<file path="config.mk">
export PLATFORM = sky130hd
export DESIGN_NAME = scis_top
export DESIGN_NICKNAME = d
export VERILOG_FILES = /design/src/design/scis_pkg.sv /design/src/design/scis_sync.sv /design/src/design/scis_tlim.sv /design/src/design/scis_top.sv
export SDC_FILE = /design/constraint.sdc
export NUM_CORES = 1
export LEC_CHECK = 0
export ABC_AREA = 1
export BUFFER_PORTS_ARGS = -buffer_cell sky130_fd_sc_hd__buf_2
export CAP_MARGIN = 25
export CORE_MARGIN = 2
export CORE_UTILIZATION = 51
export DETAILED_ROUTE_END_ITERATION = 8
export PLACE_DENSITY = 0.81
export RECOVER_POWER = 50
export SLEW_MARGIN = 25
export SYNTH_ARGS = -nofsm -noshare
export SYNTH_HDL_FRONTEND = slang
export SYNTH_HIERARCHICAL = 1
export SYNTH_SLANG_ARGS = --single-unit
</file>
<file path="constraint.sdc">
create_clock -name pclk -period 1.6 [get_ports pclk]
set_input_delay 0.48 -clock pclk [delete_from_list [all_inputs] [get_ports pclk]]
set_output_delay 0.48 -clock pclk [all_outputs]
set_load 0.005 [all_outputs]
</file>
<file path="src/design/scis_pkg.sv">
// package: register map, field layouts, reset values and types of the command-input select block
package scis_pkg;
   localparam int ADDR_W = 8;
   // register byte offsets
   localparam logic [7:0] OFF_CTRL = 8'h00;
   localparam logic [7:0] OFF_INERTIA1 = 8'h04;
   localparam logic [7:0] OFF_INERTIA2 = 8'h08;
   localparam logic [7:0] OFF_TLIM_PARAM = 8'h0C;
   localparam logic [7:0] OFF_SPEED_CMD = 8'h10;
   localparam logic [7:0] OFF_TORQUE_CMD = 8'h14;
   localparam logic [7:0] OFF_STATUS = 8'h18;
   localparam logic [7:0] OFF_IRQ_STAT = 8'h1C;
   localparam logic [7:0] OFF_IRQ_MASK = 8'h20;
   localparam logic [7:0] OFF_OUT_SPEED = 8'h24;
   localparam logic [7:0] OFF_OUT_TORQUE = 8'h28;
   localparam logic [7:0] OFF_OUT_TLIM = 8'h2C;
   localparam logic [7:0] OFF_OUT_INERTIA = 8'h30;
   // control register fields
   localparam int CTRL_ZC_MODE_LSB = 0;    // zero_clamp_mode_param, 2 bits
   localparam int CTRL_TLS_LSB = 4;        // torque_limit_select_param, 3 bits
   localparam int CTRL_MODE_LSB = 8;       // control mode, 2 bits
   localparam int CTRL_SPD_DIR_BIT = 12;   // speed direction selection in velocity mode: 1 = sign input
   localparam int CTRL_TRQ_DIR_BIT = 13;   // torque direction selection in torque mode: 1 = sign input
   localparam int CTRL_ERR_CLR_BIT = 16;   // write 1 clears the forced-stop error
   // interrupt bit positions
   localparam int IRQ_FSTOP = 0;
   localparam int IRQ_CLAMP = 1;
   localparam int IRQ_INERTIA = 2;
   localparam int IRQ_W = 3;
   // reset values
   localparam logic [31:0] CTRL_RST = 32'h0000_0000;
   localparam logic [15:0] INERTIA_RST = 16'h0064;
   localparam logic [15:0] TLIM_RST = 16'h01F4;
   localparam logic [IRQ_W-1:0] MASK_RST = 3'h0;
   // torque limit select codes
   localparam logic [2:0] TLS_ANALOG_BIPOLAR = 3'h0;
   localparam logic [2:0] TLS_ANALOG_UNIPOLAR = 3'h4;
   localparam logic [2:0] TLS_ANALOG_SHARED = 3'h5;

   typedef enum logic [1:0] {SCIS_POS, SCIS_VEL, SCIS_TRQ, SCIS_FULL} scis_mode_t;

   // settings handed to the control loops
   typedef struct packed {
      logic signed [15:0] speed;
      logic signed [15:0] torque;
      logic [15:0] pos_tlim;
      logic [15:0] neg_tlim;
      logic [15:0] inertia;
   } scis_loop_t;

   // discrete inputs from the host
   typedef struct packed {
      logic zero_clamp_input;
      logic speed_sign_input;
      logic torque_sign_input;
      logic forced_stop_input;
      logic inertia_select_input;
   } scis_din_t;
endpackage

</file>
<file path="src/design/scis_sync.sv">
// two flip-flop synchroniser for a vector of pin levels
`timescale 1ns/1ps
module scis_sync #(
   parameter int WIDTH = 5
) (
   input wire logic pclk,               // clock
   input wire logic presetn,            // async reset, active low
   input wire logic [WIDTH-1:0] d,      // asynchronous levels
   output logic [WIDTH-1:0] q           // synchronised levels
);
   logic [WIDTH-1:0] meta_reg;
   always_ff @(posedge pclk or negedge presetn) begin
      if (!presetn) begin
         meta_reg <= '0;
         q <= '0;
      end else begin
         meta_reg <= d;
         q <= meta_reg;
      end
   end
endmodule // scis_sync

</file>
<file path="src/design/scis_tlim.sv">
// torque limit source selection: analog inputs or parameter values
`timescale 1ns/1ps
module scis_tlim (
   input wire logic [2:0] sel,                  // torque limit select setting
   input wire logic analog_ok,                  // analog inputs fitted on this variant
   input wire logic signed [15:0] pos_analog,   // positive-direction analog limit
   input wire logic signed [15:0] neg_analog,   // negative-direction analog limit
   input wire logic [15:0] param_lim,           // parameter limit value
   output logic [15:0] pos_lim,                 // positive-direction limit
   output logic [15:0] neg_lim                  // negative-direction limit
);
   function automatic logic [15:0] mag(input logic signed [15:0] v);
      logic signed [15:0] n;
      n = -v;
      mag = v[15] ? 16'(n) : 16'(v);
   endfunction

   always_comb begin
      pos_lim = param_lim;
      neg_lim = param_lim;
      if (analog_ok) begin
         unique case (sel)
            scis_pkg::TLS_ANALOG_BIPOLAR: begin
               // negative input spans -10..0 V, so its magnitude is the limit
               pos_lim = v_pos(pos_analog);
               neg_lim = mag(neg_analog);
            end
            scis_pkg::TLS_ANALOG_UNIPOLAR: begin
               pos_lim = v_pos(pos_analog);
               neg_lim = v_pos(neg_analog);
            end
            scis_pkg::TLS_ANALOG_SHARED: begin
               // one analog input governs both directions
               pos_lim = v_pos(pos_analog);
               neg_lim = v_pos(pos_analog);
            end
            default: begin
               pos_lim = param_lim;
               neg_lim = param_lim;
            end
         endcase
      end
   end

   // unipolar inputs: negative voltages clamp to zero limit
   function automatic logic [15:0] v_pos(input logic signed [15:0] v);
      v_pos = v[15] ? 16'h0000 : 16'(v);
   endfunction
endmodule // scis_tlim

</file>
<file path="src/design/scis_top.sv">
// command-input conditioning: zero clamp, sign inputs, forced stop, inertia and torque limit select
`timescale 1ns/1ps
module scis_top #(
   parameter bit HAS_ANALOG = 1'b1    // 0 builds the position-only variant
) (
   input wire logic pclk,                          // apb clock, 50 MHz
   input wire logic presetn,                       // async reset, active low
   input wire logic psel,                          // apb select
   input wire logic penable,                       // apb enable
   input wire logic pwrite,                        // apb write
   input wire logic [scis_pkg::ADDR_W-1:0] paddr,  // apb byte address
   input wire logic [31:0] pwdata,                 // apb write data
   output logic [31:0] prdata,                     // apb read data
   output logic pready,                            // apb ready
   output logic pslverr,                           // apb error on unmapped address
   input wire scis_pkg::scis_din_t din,            // discrete inputs from host pins
   input wire logic signed [15:0] speed_analog,    // digitised speed command voltage
   input wire logic signed [15:0] torque_analog,   // digitised torque command voltage
   input wire logic signed [15:0] pos_torque_limit_analog, // positive limit voltage
   input wire logic signed [15:0] neg_torque_limit_analog, // negative limit voltage
   output scis_pkg::scis_loop_t loop_out,          // settings to control loops
   output logic forced_stop_error,                 // forced-stop alarm
   output logic irq                                // level interrupt
);
   localparam logic ANALOG_OK = HAS_ANALOG;

   scis_pkg::scis_din_t din_s;
   logic [31:0] ctrl_reg, ctrl_next;
   logic [15:0] inertia1_reg, inertia1_next;
   logic [15:0] inertia2_reg, inertia2_next;
   logic [15:0] tlim_param_reg, tlim_param_next;
   logic signed [15:0] spd_cmd_reg, spd_cmd_next;
   logic signed [15:0] trq_cmd_reg, trq_cmd_next;
   logic [scis_pkg::IRQ_W-1:0] irq_stat_reg, irq_stat_next;
   logic [scis_pkg::IRQ_W-1:0] irq_mask_reg, irq_mask_next;
   logic [31:0] prdata_reg, prdata_next;
   logic pready_reg, pready_next;
   logic pslverr_reg, pslverr_next;
   logic ferr_reg, ferr_next;
   logic irq_reg, irq_next;
   scis_pkg::scis_loop_t loop_reg, loop_next;
   logic clamp_prev_reg, inert_prev_reg;

   logic [1:0] zc_mode;
   logic [2:0] tls;
   scis_pkg::scis_mode_t mode;
   logic spd_dir_sel, trq_dir_sel;
   logic clamp_on;
   logic [15:0] pos_lim, neg_lim;
   logic wr, rd, mapped;
   logic [scis_pkg::IRQ_W-1:0] events;
   logic signed [15:0] spd_src, trq_src, spd_mag, trq_mag;

   scis_sync #(
      .WIDTH($bits(scis_pkg::scis_din_t))
   ) u_sync (
      .pclk(pclk),
      .presetn(presetn),
      .d(din),
      .q(din_s)
   );

   scis_tlim u_tlim (
      .sel(tls),
      .analog_ok(ANALOG_OK),
      .pos_analog(pos_torque_limit_analog),
      .neg_analog(neg_torque_limit_analog),
      .param_lim(tlim_param_reg),
      .pos_lim(pos_lim),
      .neg_lim(neg_lim)
   );

   assign zc_mode = ctrl_reg[scis_pkg::CTRL_ZC_MODE_LSB +: 2];
   assign tls = ctrl_reg[scis_pkg::CTRL_TLS_LSB +: 3];
   assign mode = scis_pkg::scis_mode_t'(ctrl_reg[scis_pkg::CTRL_MODE_LSB +: 2]);
   assign spd_dir_sel = ctrl_reg[scis_pkg::CTRL_SPD_DIR_BIT];
   assign trq_dir_sel = ctrl_reg[scis_pkg::CTRL_TRQ_DIR_BIT];
   assign clamp_on = din_s.zero_clamp_input && (zc_mode != 2'h0);

   // apb: every access answers after one wait state, in its second access cycle
   assign wr = psel && penable && pwrite && !pready_reg;
   assign rd = psel && penable && !pwrite && !pready_reg;

   always_comb begin
      unique case (paddr)
         scis_pkg::OFF_CTRL, scis_pkg::OFF_INERTIA1, scis_pkg::OFF_INERTIA2,
         scis_pkg::OFF_TLIM_PARAM, scis_pkg::OFF_SPEED_CMD, scis_pkg::OFF_TORQUE_CMD,
         scis_pkg::OFF_STATUS, scis_pkg::OFF_IRQ_STAT, scis_pkg::OFF_IRQ_MASK,
         scis_pkg::OFF_OUT_SPEED, scis_pkg::OFF_OUT_TORQUE, scis_pkg::OFF_OUT_TLIM,
         scis_pkg::OFF_OUT_INERTIA: mapped = 1'b1;
         default: mapped = 1'b0;
      endcase
   end

   // register file and bus answer
   always_comb begin
      ctrl_next = ctrl_reg;
      inertia1_next = inertia1_reg;
      inertia2_next = inertia2_reg;
      tlim_param_next = tlim_param_reg;
      spd_cmd_next = spd_cmd_reg;
      trq_cmd_next = trq_cmd_reg;
      irq_mask_next = irq_mask_reg;
      prdata_next = prdata_reg;
      pready_next = psel && penable && !pready_reg;
      pslverr_next = psel && penable && !pready_reg && !mapped;
      if (wr && mapped) begin
         unique case (paddr)
            scis_pkg::OFF_CTRL: ctrl_next = pwdata;
            scis_pkg::OFF_INERTIA1: inertia1_next = pwdata[15:0];
            scis_pkg::OFF_INERTIA2: inertia2_next = pwdata[15:0];
            scis_pkg::OFF_TLIM_PARAM: tlim_param_next = pwdata[15:0];
            scis_pkg::OFF_SPEED_CMD: spd_cmd_next = pwdata[15:0];
            scis_pkg::OFF_TORQUE_CMD: trq_cmd_next = pwdata[15:0];
            scis_pkg::OFF_IRQ_MASK: irq_mask_next = pwdata[scis_pkg::IRQ_W-1:0];
            default: ;
         endcase
      end
      // clear strobe is never stored, so a later read of the word returns it as 0
      ctrl_next[scis_pkg::CTRL_ERR_CLR_BIT] = 1'b0;
      if (rd) begin
         unique case (paddr)
            scis_pkg::OFF_CTRL: prdata_next = ctrl_reg;
            scis_pkg::OFF_INERTIA1: prdata_next = {16'h0000, inertia1_reg};
            scis_pkg::OFF_INERTIA2: prdata_next = {16'h0000, inertia2_reg};
            scis_pkg::OFF_TLIM_PARAM: prdata_next = {16'h0000, tlim_param_reg};
            scis_pkg::OFF_SPEED_CMD: prdata_next = {16'h0000, spd_cmd_reg};
            scis_pkg::OFF_TORQUE_CMD: prdata_next = {16'h0000, trq_cmd_reg};
            scis_pkg::OFF_STATUS: prdata_next = {24'h00_0000, ANALOG_OK, ferr_reg, clamp_on, din_s};
            scis_pkg::OFF_IRQ_STAT: prdata_next = {29'h0000_0000, irq_stat_reg};
            scis_pkg::OFF_IRQ_MASK: prdata_next = {29'h0000_0000, irq_mask_reg};
            scis_pkg::OFF_OUT_SPEED: prdata_next = {16'h0000, loop_reg.speed};
            scis_pkg::OFF_OUT_TORQUE: prdata_next = {16'h0000, loop_reg.torque};
            scis_pkg::OFF_OUT_TLIM: prdata_next = {loop_reg.neg_tlim, loop_reg.pos_tlim};
            scis_pkg::OFF_OUT_INERTIA: prdata_next = {16'h0000, loop_reg.inertia};
            default: prdata_next = 32'h0000_0000;
         endcase
      end
   end

   // forced stop, events and interrupt
   always_comb begin
      events = '0;
      events[scis_pkg::IRQ_FSTOP] = din_s.forced_stop_input && !ferr_reg;
      events[scis_pkg::IRQ_CLAMP] = clamp_on && !clamp_prev_reg;
      events[scis_pkg::IRQ_INERTIA] = din_s.inertia_select_input != inert_prev_reg;
      ferr_next = ferr_reg;
      // the clear only takes while the input has gone; a held stop re-arms the error
      if (wr && paddr == scis_pkg::OFF_CTRL && pwdata[scis_pkg::CTRL_ERR_CLR_BIT]) begin
         ferr_next = 1'b0;
      end
      if (din_s.forced_stop_input) begin
         ferr_next = 1'b1;
      end
      irq_stat_next = irq_stat_reg;
      if (rd && paddr == scis_pkg::OFF_IRQ_STAT) begin
         irq_stat_next = '0;
      end
      irq_stat_next = irq_stat_next | events;
      irq_next = |(irq_stat_next & irq_mask_next);
   end

   // command path to the loops
   always_comb begin
      loop_next = loop_reg;
      spd_src = ANALOG_OK ? speed_analog : spd_cmd_reg;
      trq_src = ANALOG_OK ? torque_analog : 16'sh0000;
      spd_mag = spd_src[15] ? 16'(-spd_src) : spd_src;
      trq_mag = trq_src[15] ? 16'(-trq_src) : trq_src;
      loop_next.speed = spd_src;
      if (mode == scis_pkg::SCIS_VEL && spd_dir_sel) begin
         loop_next.speed = din_s.speed_sign_input ? 16'(-spd_mag) : spd_mag;
      end
      if (clamp_on) begin
         loop_next.speed = 16'sh0000;
      end
      loop_next.torque = trq_src;
      if (mode == scis_pkg::SCIS_TRQ && trq_dir_sel) begin
         loop_next.torque = din_s.torque_sign_input ? 16'(-trq_mag) : trq_mag;
      end
      loop_next.pos_tlim = pos_lim;
      loop_next.neg_tlim = neg_lim;
      loop_next.inertia = din_s.inertia_select_input ? inertia2_reg : inertia1_reg;
      if (ferr_next) begin
         // hold no command while the error stands
         loop_next.speed = 16'sh0000;
         loop_next.torque = 16'sh0000;
      end
   end

   always_ff @(posedge pclk or negedge presetn) begin
      if (!presetn) begin
         ctrl_reg <= scis_pkg::CTRL_RST;
         inertia1_reg <= scis_pkg::INERTIA_RST;
         inertia2_reg <= scis_pkg::INERTIA_RST;
         tlim_param_reg <= scis_pkg::TLIM_RST;
         spd_cmd_reg <= 16'sh0000;
         trq_cmd_reg <= 16'sh0000;
         irq_stat_reg <= '0;
         irq_mask_reg <= scis_pkg::MASK_RST;
         prdata_reg <= 32'h0000_0000;
         pready_reg <= 1'b0;
         pslverr_reg <= 1'b0;
         ferr_reg <= 1'b0;
         irq_reg <= 1'b0;
         loop_reg <= '0;
         clamp_prev_reg <= 1'b0;
         inert_prev_reg <= 1'b0;
      end else begin
         ctrl_reg <= ctrl_next;
         inertia1_reg <= inertia1_next;
         inertia2_reg <= inertia2_next;
         tlim_param_reg <= tlim_param_next;
         spd_cmd_reg <= spd_cmd_next;
         trq_cmd_reg <= trq_cmd_next;
         irq_stat_reg <= irq_stat_next;
         irq_mask_reg <= irq_mask_next;
         prdata_reg <= prdata_next;
         pready_reg <= pready_next;
         pslverr_reg <= pslverr_next;
         ferr_reg <= ferr_next;
         irq_reg <= irq_next;
         loop_reg <= loop_next;
         clamp_prev_reg <= clamp_on;
         inert_prev_reg <= din_s.inertia_select_input;
      end
   end

   assign prdata = prdata_reg;
   assign pready = pready_reg;
   assign pslverr = pslverr_reg;
   assign loop_out = loop_reg;
   assign forced_stop_error = ferr_reg;
   assign irq = irq_reg;
endmodule // scis_top

</file>
Word-level counts from Yosys, hierarchy flattened --
Memories as Yosys holds them, arrays and structs flattened. Index checks and enable logic that the tools add are counted.
Operators by class: reduce and logical (&&, ||, !) cells 33, bitwise operators 2, shift operators 0, div/mod/pow operators 0, equal/unequal tests 17, magnitude comparators 0, multiply operators 0, add/sub/neg operators 5, multiplexer cells 21
Operators with widths (count):
- 32-bit case mux with 13 select lines | 1
- 16-bit 2-to-1 mux | 10
- 16-bit negator | 5
- 16-bit case mux with 3 select lines | 1
- 8-bit by 6-bit equality test with 1-bit output, second input constant | 5
- 8-bit by 5-bit equality test with 1-bit output, second input constant | 4
- 32-bit 2-to-1 mux | 1
- 15-bit 2-to-1 mux | 2
- 8-bit by 4-bit equality test with 1-bit output, second input constant | 2
- 1-bit logical AND | 16
- 2-bit AND reduction | 6
- 3-bit 2-to-1 mux | 3
- 8-bit by 3-bit equality test with 1-bit output, second input constant | 1
- 8-bit logical NOT | 1
- 3-bit equality test, second input constant | 2
- 3-bit OR reduction | 2
- 1-bit logical NOT | 5
- 3-bit AND | 1
- 3-bit logical NOT | 1
- 1-bit 2-to-1 mux | 3
- 3-bit bitwise OR | 1
- 2-bit by 1-bit equality test with 1-bit output, second input constant | 1
- 2-bit equality test, second input constant | 1
- 2-bit logical NOT | 1
- 2 further kinds | 2
Word-level totals: ROM bits 64, bits in registers 245, bits in writable memories 0, memories 1, bits in latches 0
Memories:
- (no name shown) | depth 64, bits a word 1, rd ports 1, clocked after Yosys merged registers in 0, wr ports 0, line scis_top.sv:85 | unique case (paddr)

Longest topological paths before layout --
Gate-level depths: netlist (run 1).
depth in word-level cells 8, depth in mapped cells 19

Hierarchy --
The synthesis (run 1) kept the hierarchy.
By module, submodules not included:
- scis_top | area each 11651.2 µm², instances 1, cells each 1439
- scis_tlim | area each 1063.5 µm², instances 1, cells each 211
- scis_sync | area each 250.2 µm², instances 1, cells each 10

Least setup slack after synthesis (run 1) --
OpenSTA, ideal clock, no wires.
kind input to register, from input speed_analog[0], to register loop_reg (netlist bit loop_out[73]), arrival 1.913 ns, buffers on the path 0, stages 13, setup slack -0.434 ns, library setup time 0.121 ns, data required time 1.479 ns, cell sequence inv_1 -> ha_1 -> nand2_1 -> and2_1 -> nand2_1 -> nor2_1 -> nand3_2 -> nor2_4 -> nand2_1 -> nand2_1 -> o21ai_0 -> a21oi_1 -> nor2_1
RTL lines:
- start, declared | line scis_top.sv:17 | input wire logic signed [15:0] speed_analog,
- end signal, assigned | line scis_top.sv:223 | loop_reg <= loop_next;
- end, declared | line scis_top.sv:41 | scis_pkg::scis_loop_t loop_reg, loop_next;

==> results of run 1 <==
==> Yosys cell counts, types with 9 or more instances <==
| library cell | n |
|---|---|
| nand2_1 | 436 |
| dfrtp_1 | 233 |
| inv_1 | 177 |
| o21ai_0 | 145 |
| nand3_1 | 141 |
| nor2_1 | 139 |
| a21oi_1 | 68 |
| buf_2 | 26 |
| clkbuf_1 | 26 |
| mux2_2 | 21 |
| o22ai_1 | 21 |
| nand4_1 | 17 |
| a22o_1 | 16 |
| inv_2 | 15 |
| a31oi_1 | 14 |
| a211oi_1 | 13 |
| a221oi_1 | 12 |
| dfstp_2 | 12 |
| o21ai_1 | 12 |
| nand2_2 | 11 |
| nor3_1 | 10 |
| buf_4 | 9 |
| o21a_1 | 9 |
==> logic make-up after synthesis <==
logic type | after synthesis | share of synthesized area, %
flip-flops | 245 | 47.4
XOR/XNOR | 4 | 0.270
AO/OA/AOI/OAI | 331 | 15.0
other | 1 | 0.0289
AND/OR/NAND/NOR | 782 | 25.8
multiplexers | 27 | 2.52
buffers and inverters | 266 | 8.61
adder cells (fa/ha/maj) | 4 | 0.386
==> critical path, cell delays in order <==
cell and delay (ns):
buf_12 0.11, inv_12 0.05, ha_4 0.16, inv_4 0.05, nor2_4 0.15, nand4_1 0.17
nand3_1 0.14, nand2_2 0.11, nor2_4 0.14, inv_2 0.05, nor2_4 0.14, nand2_2 0.09
a21oi_1 0.14, nor2_1 0.06, nor2_1 0.09
==> cell type report <==
cell class	instances	area, um^2
inverters	197	801
multi-input cells	1150	6640
flip-flops and latches	245	6150
diodes	3	7.51
fillers	1651	6360
well taps	330	413
clock inverters	11	171
clock buffers	36	748
repair buffers	507	3750
==> cell usage in the layout (no fill, tap or decap), types with 6 or more instances in the layout <==
master,n
dfstp_2,12
o21a_1,9
clkbuf_8,7
a211oi_1,10
nor2_2,17
nand3_4,6
nand2_1,366
buf_4,207
nand3_1,122
a221oi_1,8
nand2_2,64
o22ai_1,18
clkbuf_16,32
nor2_4,34
o21ai_1,64
mux2_2,18
buf_12,15
nand3_2,16
mux2_4,9
nor2_1,103
a31oi_1,14
a22o_1,16
buf_6,48
a21oi_1,56
o21ai_2,19
a21oi_2,13
inv_4,8
o21ai_0,75
dfrtp_1,232
nand2_4,16
nand4_1,17
buf_2,221
inv_2,23
inv_1,157
==> power groups by stage <==
| stage | Clock, uW | Combinational [uW] | Sequential [uW] |
|---|---|---|---|
| floorplan | 0 | 678 | 6480 |
| global placement | 0 | 1540 | 6500 |
| detailed placement | 0 | 1580 | 6500 |
| CTS | 6460 | 1640 | 6390 |
| global route | 6740 | 2040 | 6390 |
| finish | 6480 | 1890 | 6390 |
==> stage by stage <==
| step | setup TNS (ns) | utilization [%] | worst slack (ns) | hold WS [ns] | instance area [um^2] |
|---|---|---|---|---|---|
| floorplan | -15.61 | - | -0.282 | 0.184 | 13400 |
| global placement | -90.93 | 64.6 | -0.694 | 0.333 | 16200 |
| detailed placement | -99.09 | 64.6 | -0.744 | 0.336 | 16200 |
| CTS | -0.979 | 69.2 | -0.0641 | 0.0445 | 17300 |
| global route | -8.65 | 74.6 | -0.161 | 0.0382 | 18700 |
| finish | -1.75 | 74.6 | -0.0979 | 0.0536 | 18700 |
==> layer usage <==
| metal | vias to the layer above | global-route usage [%] | wire, um |
|---|---|---|---|
| met5 | - | 0 | 13 |
| met4 | 2 | 16.0 | 3410 |
| met3 | 337 | 8.05 | 6390 |
| met2 | 1102 | 55.4 | 23500 |
| met1 | 6885 | 41.7 | 17800 |
| li1 | 6391 | - | - |
==> worst max-delay path by stage <==
stage	startpoint	to	slack, ns	depth (start not counted)
global route	torque_analog[0]	loop_out[61]	-0.16	16
finish	torque_analog[0]	loop_out[61]	-0.1	15
floorplan	speed_analog[0]	loop_out[73]	-0.28	14
detailed placement	paddr[3]	trq_cmd_reg[12]	-0.74	9
CTS	pready	trq_cmd_reg[15]	-0.06	7
global placement	paddr[1]	trq_cmd_reg[5]	-0.69	10
==> timing repair <==
item,in CTS,in global routing
setup endpoints to repair,135,171
setup buffers,13,45
hold buffers,1,0
gates resized for setup,35,256
hold endpoints to repair,19,0
pin swaps,27,77
cloned,1,10
==> qor.yml, run 1 <==
layout:
  layout.cells.non_filler: 2479
  layout-drive-gt1-share_pct: 39.0
  synthToLayoutAreaGrowth_pct: 44.1
  nNetsFinal: 2245
  largest_register_ff_count: 80
timing:
  maxSlewHeadroom_pct: 46.4
  tightest_slew_ns: 0.804
  worst_slack_ns: -0.0979
  finalSetupViolCount: 70
  hold_viol_final: 0
  min_period_ns: 1.70
  max_freq_ghz: 0.589
  rsz0062_at_grt: "yes"
  finalMaxSlewViolations: 0
  finalCritPeriodShare_pct: 106
  finalClockSkew_ns: 0.0260
global_route:
  grt_pass1_vias: 13600
  grt_max_degree: 49
  grt_pass1_wl_um: 70500
  grt_overflow: 0
  grt_usage_pct: 33.6
  grt_antenna_before_repair: 5
yosys:
  yosysTopAreaCellShare_pct: 45.0
  yosys.area.top_type: "dfrtp_1"
  synth_edf_count: 0
  yosysWarnings: 6
  synth_area_um2: 13000
  ys_seq_area_share_pct: 47.4
  synth_area_leaders: "dfrtp_1, nand2_1, o21ai_0"
  synth_seq_cells: 245
  synthArstFlopShare_pct: 100
  syn_avg_cell_area_um2: 7.81
  synth_ff_type: "dfrtp_1"
  synthCells: 1660
  synth.distinct_cells: 52
clock_network:
  clk_pin_slew_ns: 0.06
  root_buffer: "clkbuf_16"
  cts_num_sinks: 245
  cts_buffer_depth: 3
  htreeDepth: 1
  cts_buffers: 26
  insertion_delay_ns: 0.55
  cts_tree: "yes"
pwr:
  clkPwrFrac_pct: 43.9
  p_sw_uw: 3790
  intPower_uw: 11000
  p_leak_uw: 0.00966
  pwr-share-seq_pct: 43.3
  p_total_uw: 14800
  powerDensity_nw_per_um2: 790
  ir_drop_mv: 0.832
  power_frac_comb_pct: 12.8
  switching_share_pct: 25.7
setup_path:
  timing.setup.critical_path_class: "input port to flip-flop"
  cp-start-kind: "input port"
  crit_fanout: 3
  crit_required_ns: 2.07
  r2r-end: "spd_cmd_reg[0]"
  regToRegSetupSlack_ns: -0.04
  r2r_start: "pready"
  reg2reg_depth: 10
  end_kind: "flip-flop"
  arrival_ns: 2.16
run:
  cap_viol_max_count: 0
place:
  portBuffers: 229
  place_congestion: 0.993
  dp_cells: 2359
  dp_hpwl_um: 33800
floorplanning:
  rows: 58
  die_h_um: 163
  io_pins: 230
  dieArea_um2: 26700
  die_w_um: 163
  initial_core_util_pct: 51.8
  core_um2: 25000
run_status:
  failed_checks: "negative setup slack"
  status: "finished with violations"
drt:
  wl_um: 51200
  drt_iter0_markers: 1560
  drcViolationCount: 0
  post_drt_wl_per_cell_um: 20.7
  num_vias: 14700
  drt.antenna.violating_nets: 0
  routed_via_density: 5.94
  dr.pass1.iters: 7
hold_path:
  hold_path_class: "input port to flip-flop"
  holdCritStartpoint: "din[0]"
  holdPathStages: 1
  hold_end: "u_sync/meta_reg[0]"
No activity file was read; power rests on OpenSTA's default activity.
==> inputs of run 2 (changes only) <==
--- a/config.mk
+++ b/config.mk
@@ -9,9 +9,9 @@
 export BUFFER_PORTS_ARGS = -buffer_cell sky130_fd_sc_hd__buf_2
 export CAP_MARGIN = 25
 export CORE_MARGIN = 2
-export CORE_UTILIZATION = 51
+export CORE_UTILIZATION = 55
 export DETAILED_ROUTE_END_ITERATION = 8
-export PLACE_DENSITY = 0.81
+export PLACE_DENSITY = 0.83
 export RECOVER_POWER = 50
 export SLEW_MARGIN = 25
 export SYNTH_ARGS = -nofsm -noshare
==> constraint.sdc (replaced) <==
create_clock -name pclk -period 1.7 [get_ports pclk]
set_input_delay 0.51 -clock pclk [delete_from_list [all_inputs] [get_ports pclk]]
set_output_delay 0.51 -clock pclk [all_outputs]
set_load 0.005 [all_outputs]
==> qor.yml, run 2 (synthesis results as in run 1) <==
pwr:
  ir_drop_mv: 0.684  # was 0.832 mV
  p_total_uw: 13200  # was 14,800 uW
  p_leak_uw: 0.00910  # was 0.00966 uW
  powerDensity_nw_per_um2: 760  # was 790 nW/um^2
layout:
  nNetsFinal: 2186  # was 2,245
  stdcell_area_um2: 17300  # was 18,700 um^2
  layout.cells.non_filler: 2410  # was 2,479
  layout-drive-gt1-share_pct: 31.7  # was 39.0%
  layout_commonest_cell: "nand2_1"  # unchanged
  nFillCells: 1626  # was 1,651
  final_cell_mix: "nand2_1, dfrtp_1, buf_2"  # unchanged
  synthToLayoutAreaGrowth_pct: 33.5  # was 44.1%
  largest_register_ff_count: 80  # unchanged
timing:
  finalCritPeriodShare_pct: 105
  fin_setup_tns_ns: -0.326  # was -1.75 ns
  finalClockSkew_ns: 0.00840  # was 0.0260 ns
  finalSetupViolCount: 13  # was 70
  hold_viol_final: 0  # unchanged
  rsz0062_at_grt: "yes"  # unchanged
  max_freq_ghz: 0.562
  tightest_slew_ns: 0.728  # was 0.804 ns
  worst_slack_ns: -0.0802  # was -0.0979 ns
  maxSlewHeadroom_pct: 51.5  # was 46.4%
  min_period_ns: 1.78
  finalMaxSlewViolations: 0  # unchanged
global_route:
  grt_max_degree: 45  # was 49
  grt_util_met2_pct: 59.1  # was 55.4%
  grt_overflow: 0  # unchanged
  use_met1_pct: 44.3  # was 41.7%
  grt_pass1_wl_um: 69400  # was 70,500 um
  grt_pass1_vias: 13300  # was 13,600
  grt_usage_pct: 35.9  # was 33.6%
  use_met3_pct: 8.89  # was 8.05%
  grt_antenna_before_repair: 4  # was 5
  top_usage_layer: "met2"  # unchanged
drt:
  routed_via_density: 5.85  # was 5.94
  num_vias: 14100  # was 14,700
  wl_um: 46600  # was 51,200 um
  drcViolationCount: 0  # unchanged
  post_drt_wl_per_cell_um: 19.3  # was 20.7 um
  drt_iter0_markers: 1576  # was 1,560
  drt.antenna.violating_nets: 0  # unchanged
  dr.pass1.iters: 6  # was 7
setup_path:
  r2r-end: "prdata[5]"  # was spd_cmd_reg[0]
  reg2reg_depth: 7  # was 10
  crit_chain: "o21ai_0 > buf_4 > o21ai_0 > a221oi_1 > nand3_1 > nand2_1 > nand2_1"  # was buf_12 > inv_12 > ha_4 > inv_4 > nor2_4 > nand4_1 > nand3_1 > nand2_2 > nor2_4 > inv_2 > nor2_4 > nand2_2 > a21oi_1 > nor2_1 > nor2_1
  max_stage_delay_ns: 0.41  # was 0.17 ns
  cp-start-kind: "flip-flop"  # was input port
  timing.setup.critical_path_class: "flip-flop to flip-flop"  # was input port to flip-flop
  crit_fanout: 3  # unchanged
  cp_num_buf_inv: 1  # was 4
  crit_required_ns: 2.12  # was 2.07 ns
  crit_start: "ctrl_reg[1]"  # was torque_analog[0]
  crit_family: "compound AO/OA/AOI/OAI gates"  # was simple AND/OR/NAND/NOR gates
  critical-path-slowest-cell: "dfrtp_1"  # was nand4_1
  setup.worst_path.end: "prdata[5]"  # was loop_out[61]
  end_kind: "flip-flop"  # unchanged
  r2r_start: "ctrl_reg[1]"  # was pready
  path_depth: 7  # was 15
  regToRegSetupSlack_ns: -0.08  # was -0.04 ns
  arrival_ns: 2.20  # was 2.16 ns
floorplanning:
  die_h_um: 158  # was 163 um
  core_um2: 23300  # was 25,000 um^2
  die_w_um: 158  # was 163 um
  rows: 56  # was 58
  dieArea_um2: 24800  # was 26,700 um^2
  initial_core_util_pct: 55.6  # was 51.8%
  io_pins: 230  # unchanged
place:
  place_area_um2: 16000  # was 16,200 um^2
  portBuffers: 229  # unchanged
  place_congestion: 0.960  # was 0.993
  dp_cells: 2339  # was 2,359
  dp_hpwl_um: 32900  # was 33,800 um
clock_network:
  htreeDepth: 1  # unchanged
  cts_buffers: 26  # unchanged
  cts_num_sinks: 245  # unchanged
  cts_tree: "yes"  # unchanged
  insertion_delay_ns: 0.53  # was 0.55 ns
  cts_buffer_depth: 3  # unchanged
  clk_pin_slew_ns: 0.06  # about the same
  root_buffer: "clkbuf_16"  # unchanged
hold_path:
  holdPathStages: 1  # unchanged
  hold_path_class: "input port to flip-flop"  # unchanged
run:
  cap_viol_max_count: 0  # unchanged
run_status:
  status: "finished with violations"  # unchanged
  failed_checks: "negative setup slack"  # unchanged
[run 2: changes by cell type in the layout (fill, tap and decap cells not counted), sizes merged]
cell and change:
buf -58, bufinv -3, clkinv -3, clkinvlp -2
clkbuf +8
[run 2: worst min-delay path by stage]
stage                                  start            endpoint
final                                 din[1]  u_sync/meta_reg[1]
after global routing                  din[3]  u_sync/meta_reg[3]
after CTS                             din[1]  u_sync/meta_reg[1]
after detailed placement  u_sync/meta_reg[3]         u_sync/q[3]
after global placement    u_sync/meta_reg[2]         u_sync/q[2]
after floorplan                      presetn      clamp_prev_reg
[run 2: layout make-up]
cell class / instances / area (um^2) / area share (%)
tap: 319 / 399 / 2.31
timing repair buffer: 448 / 3030 / 17.5
sequential: 245 / 6150 / 35.5
clock buffer: 45 / 793 / 4.58
antenna: 3 / 7.51 / 0.0434
inverter: 197 / 785 / 4.53
multi-input combinational: 1150 / 6100 / 35.3
clock inverter: 3 / 40.0 / 0.231
[run 2: through the flow]
stage | setup slack, ns | utilization [%] | hold WS (ns)
2_1_floorplan | -0.219 | - | 0.214
3_3_place_gp | -0.512 | 68.8 | 0.332
3_5_place_dp | -0.544 | 68.8 | 0.341
4_1_cts | 0.00627 | 72.5 | 0.0763
5_1_grt | -0.119 | 74.2 | 0.0794
6_report | -0.0802 | 74.2 | 0.0825
[run 2: report_power, final]
part	switching (uW)	internal [uW]	total (uW)	leakage, uW
registers	85.2	5940	6020	0.00287
clock network	2270	3290	5570	0.000406
logic	943	620	1560	0.00583
total	3300	9850	13200	0.00910
[run 2: timing repair]
action                                 CTS  global route
gates cloned                             0             2
buffers inserted                         1            16
endpoints found under the hold margin   35             0
gates resized for setup                  6            87
setup endpoints to repair               24            76
hold buffers                             1             0
pin swaps                                4            35
[run 2: metal layers]
metal / vias to the layer above / share of wire [%]
met5: - / 0.028
met4: 2 / 5.9
met3: 240 / 12
met2: 1002 / 46
met1: 6583 / 36
li1: 6276 / -
==> inputs of run 3 (changes only) <==
--- a/config.mk
+++ b/config.mk
@@ -9,9 +9,9 @@
 export BUFFER_PORTS_ARGS = -buffer_cell sky130_fd_sc_hd__buf_2
 export CAP_MARGIN = 25
 export CORE_MARGIN = 2
-export CORE_UTILIZATION = 55
+export CORE_UTILIZATION = 45
 export DETAILED_ROUTE_END_ITERATION = 8
-export PLACE_DENSITY = 0.83
+export PLACE_DENSITY = 0.7
 export RECOVER_POWER = 50
 export SLEW_MARGIN = 25
 export SYNTH_ARGS = -nofsm -noshare
==> qor.yml, run 3 (synthesis results as in run 1) <==
run_status:
  status: "finished with violations"  # unchanged
  failed_checks: "negative setup slack"  # unchanged
pwr:
  p_total_uw: 13900  # was 13,200 uW
  switching_share_pct: 24.5  # was 25.1%
  ir_drop_mv: 0.653  # was 0.684 mV
  power_frac_comb_pct: 11.2  # was 11.9%
  clkPwrFrac_pct: 45.5  # was 42.3%
  p_sw_uw: 3410  # was 3300 uW
  pwr-share-seq_pct: 43.2  # was 45.8%
  p_leak_uw: 0.00919  # was 0.00910 uW
  powerDensity_nw_per_um2: 791  # was 760 nW/um^2
  intPower_uw: 10500  # was 9850 uW
setup_path:
  crit_required_ns: 2.13  # was 2.12 ns
  crit_fanout: 6  # was 3
  cp_num_buf_inv: 4  # was 1
  crit_start: "paddr[1]"  # was ctrl_reg[1]
  end_kind: "flip-flop"  # unchanged
  arrival_ns: 2.15  # was 2.20 ns
  cp-start-kind: "input port"  # was flip-flop
  regToRegSetupSlack_ns: 0.01  # was -0.08 ns
  path_depth: 9  # was 7
  critical-path-slowest-cell: "a311oi_4"  # was dfrtp_1
  timing.setup.critical_path_class: "input port to flip-flop"  # was flip-flop to flip-flop
  max_stage_delay_ns: 0.39  # was 0.41 ns
  reg2reg_depth: 8  # was 7
  crit_family: "simple AND/OR/NAND/NOR gates"  # was compound AO/OA/AOI/OAI gates
  r2r_start: "pready"  # was ctrl_reg[1]
  crit_chain: "buf_2 > nor2_4 > inv_2 > buf_4 > a311oi_4 > nand2_4 > nor2_4 > buf_12 > mux2_4"  # was o21ai_0 > buf_4 > o21ai_0 > a221oi_1 > nand3_1 > nand2_1 > nand2_1
  crit_path_frequent_cell: "nor2_4"
  setup.worst_path.end: "trq_cmd_reg[15]"  # was prdata[5]
  r2r-end: "trq_cmd_reg[15]"  # was prdata[5]
floorplanning:
  rows: 62  # was 56
  die_w_um: 174  # was 158 um
  core_um2: 28500  # was 23,300 um^2
  die_h_um: 174  # was 158 um
  dieArea_um2: 30200  # was 24,800 um^2
  io_pins: 230  # unchanged
  initial_core_util_pct: 45.4  # was 55.6%
drt:
  num_vias: 13300  # was 14,100
  post_drt_wl_per_cell_um: 17.6  # was 19.3 um
  highest_layer: "met4"  # was met5
  drcViolationCount: 0  # unchanged
  drt-met1-wl_um: 17900  # was 17,000 um
  dr_wl_met2_um: 20600  # was 21,300 um
  wl_um: 43600  # was 46,600 um
  dr.pass1.iters: 5  # was 6
  met3_length_um: 3990  # was 5520 um
  drt.antenna.violating_nets: 0  # unchanged
  drt_iter0_markers: 1335  # was 1,576
  routed_via_density: 5.36  # was 5.85
timing:
  finalSetupViolCount: 2  # was 13
  min_period_ns: 1.72  # was 1.78 ns
  max_freq_ghz: 0.582  # was 0.562 GHz
  finalClockSkew_ns: 0.0156  # was 0.00840 ns
  fin_setup_tns_ns: -0.0382  # was -0.326 ns
  worst_slack_ns: -0.0194  # was -0.0802 ns
  tightest_slew_ns: 0.701  # was 0.728 ns
  maxSlewHeadroom_pct: 53.3  # was 51.5%
  finalCritPeriodShare_pct: 101  # was 105%
  hold_viol_final: 0  # unchanged
  rsz0062_at_grt: "yes"  # unchanged
  finalMaxSlewViolations: 0  # unchanged
clock_network:
  root_buffer: "clkbuf_16"  # unchanged
  insertion_delay_ns: 0.55  # was 0.53 ns
  htreeDepth: 1  # unchanged
  clk_pin_slew_ns: 0.07  # was 0.06 ns
  cts_num_sinks: 245  # unchanged
  cts_tree: "yes"  # unchanged
  cts_buffer_depth: 3  # unchanged
  cts_buffers: 28  # was 26
hold_path:
  holdCritStartpoint: "din[3]"  # was din[1]
  holdPathStages: 1  # unchanged
  hold_path_class: "input port to flip-flop"  # unchanged
place:
  dp_hpwl_um: 33000  # was 32,900 um
  place_congestion: 0.965  # was 0.960
  preCtsSetupSlack_ns: -0.571  # was -0.544 ns
  portBuffers: 229  # unchanged
  dp_cells: 2400  # was 2,339
global_route:
  grt_pass1_wl_um: 67800  # was 69,400 um
  grt_usage_pct: 28.2  # was 35.9%
  grt_antenna_before_repair: 5  # was 4
  grt_pass1_vias: 12700  # was 13,300
  grt_overflow: 0  # unchanged
  grt_max_degree: 52  # was 45
layout:
  layout.cells.non_filler: 2472  # was 2,410
  largest_register_ff_count: 80  # unchanged
  nNetsFinal: 2181  # was 2,186
  final_cell_mix: "nand2_1, dfrtp_1, buf_2"  # unchanged
  layout-drive-gt1-share_pct: 32.9  # was 31.7%
  layout_commonest_cell: "nand2_1"  # unchanged
  synthToLayoutAreaGrowth_pct: 35.7  # was 33.5%
  nFillCells: 2490  # was 1,626
run:
  cap_viol_max_count: 0  # unchanged
run 3: stage by stage:
stage | util [%] | instance area (um^2) | hold slack (ns)
finish | 61.6 | 17600 | 0.0636
global route | 61.6 | 17600 | 0.0591
CTS | 60.2 | 17200 | 0.0514
detailed placement | 56.5 | 16100 | 0.336
global placement | 56.5 | 16100 | 0.333
floorplan | - | 13200 | 0.214
run 3: worst reg2reg max path: cells and delay by family (launching register included):
kind	cells	cell delay, ns
flip-flops	1	0.38
AND/OR/NAND/NOR	4	0.55
buffers and inverters	3	0.37
multiplexers	1	0.29
run 3: power groups by stage:
| stage | Combinational [uW] | Clock (uW) | Sequential (uW) |
|---|---|---|---|
| floorplan | 628 | 0 | 6100 |
| global placement | 1440 | 0 | 6120 |
| detailed placement | 1460 | 0 | 6120 |
| CTS | 1480 | 6400 | 6020 |
| global route | 1730 | 6620 | 6030 |
| finish | 1560 | 6340 | 6020 |
run 3: final cells by class:
type	instances	area (um^2)	area share, %
clock inverters	6	105	0.597
multi-input cells	1150	6180	35.1
diodes	5	12.5	0.0711
repair buffers	441	3010	17.1
inverters	197	787	4.47
clock buffers	44	872	4.96
well taps	384	480	2.73
flip-flops and latches	245	6150	34.9
run 3: timing repair:
| item | in CTS | in global routing |
|---|---|---|
| cloned | 0 | 1 |
| buffers inserted | 2 | 14 |
| pin swaps | 4 | 40 |
| setup endpoints to repair | 27 | 82 |
| hold endpoints to repair | 13 | 0 |
| hold buffers | 1 | 0 |
| gates resized for setup | 9 | 107 |
run 3: worst min-delay path by stage:
stage,to,slack [ns]
after detailed placement,u_sync/q[0],0.34
after global routing,u_sync/meta_reg[2],0.06
after floorplan,clamp_prev_reg,0.21
after global placement,u_sync/q[4],0.33
after CTS,u_sync/meta_reg[3],0.05
final,u_sync/meta_reg[3],0.06
run 3: routing by layer:
layer  vias to the layer above  global-route usage [%]
li1                       6269                       -
met1                      6237                    37.7
met2                       661                    47.1
met3                        83                    5.00
met4                         0                    7.84
met5                         -                       0
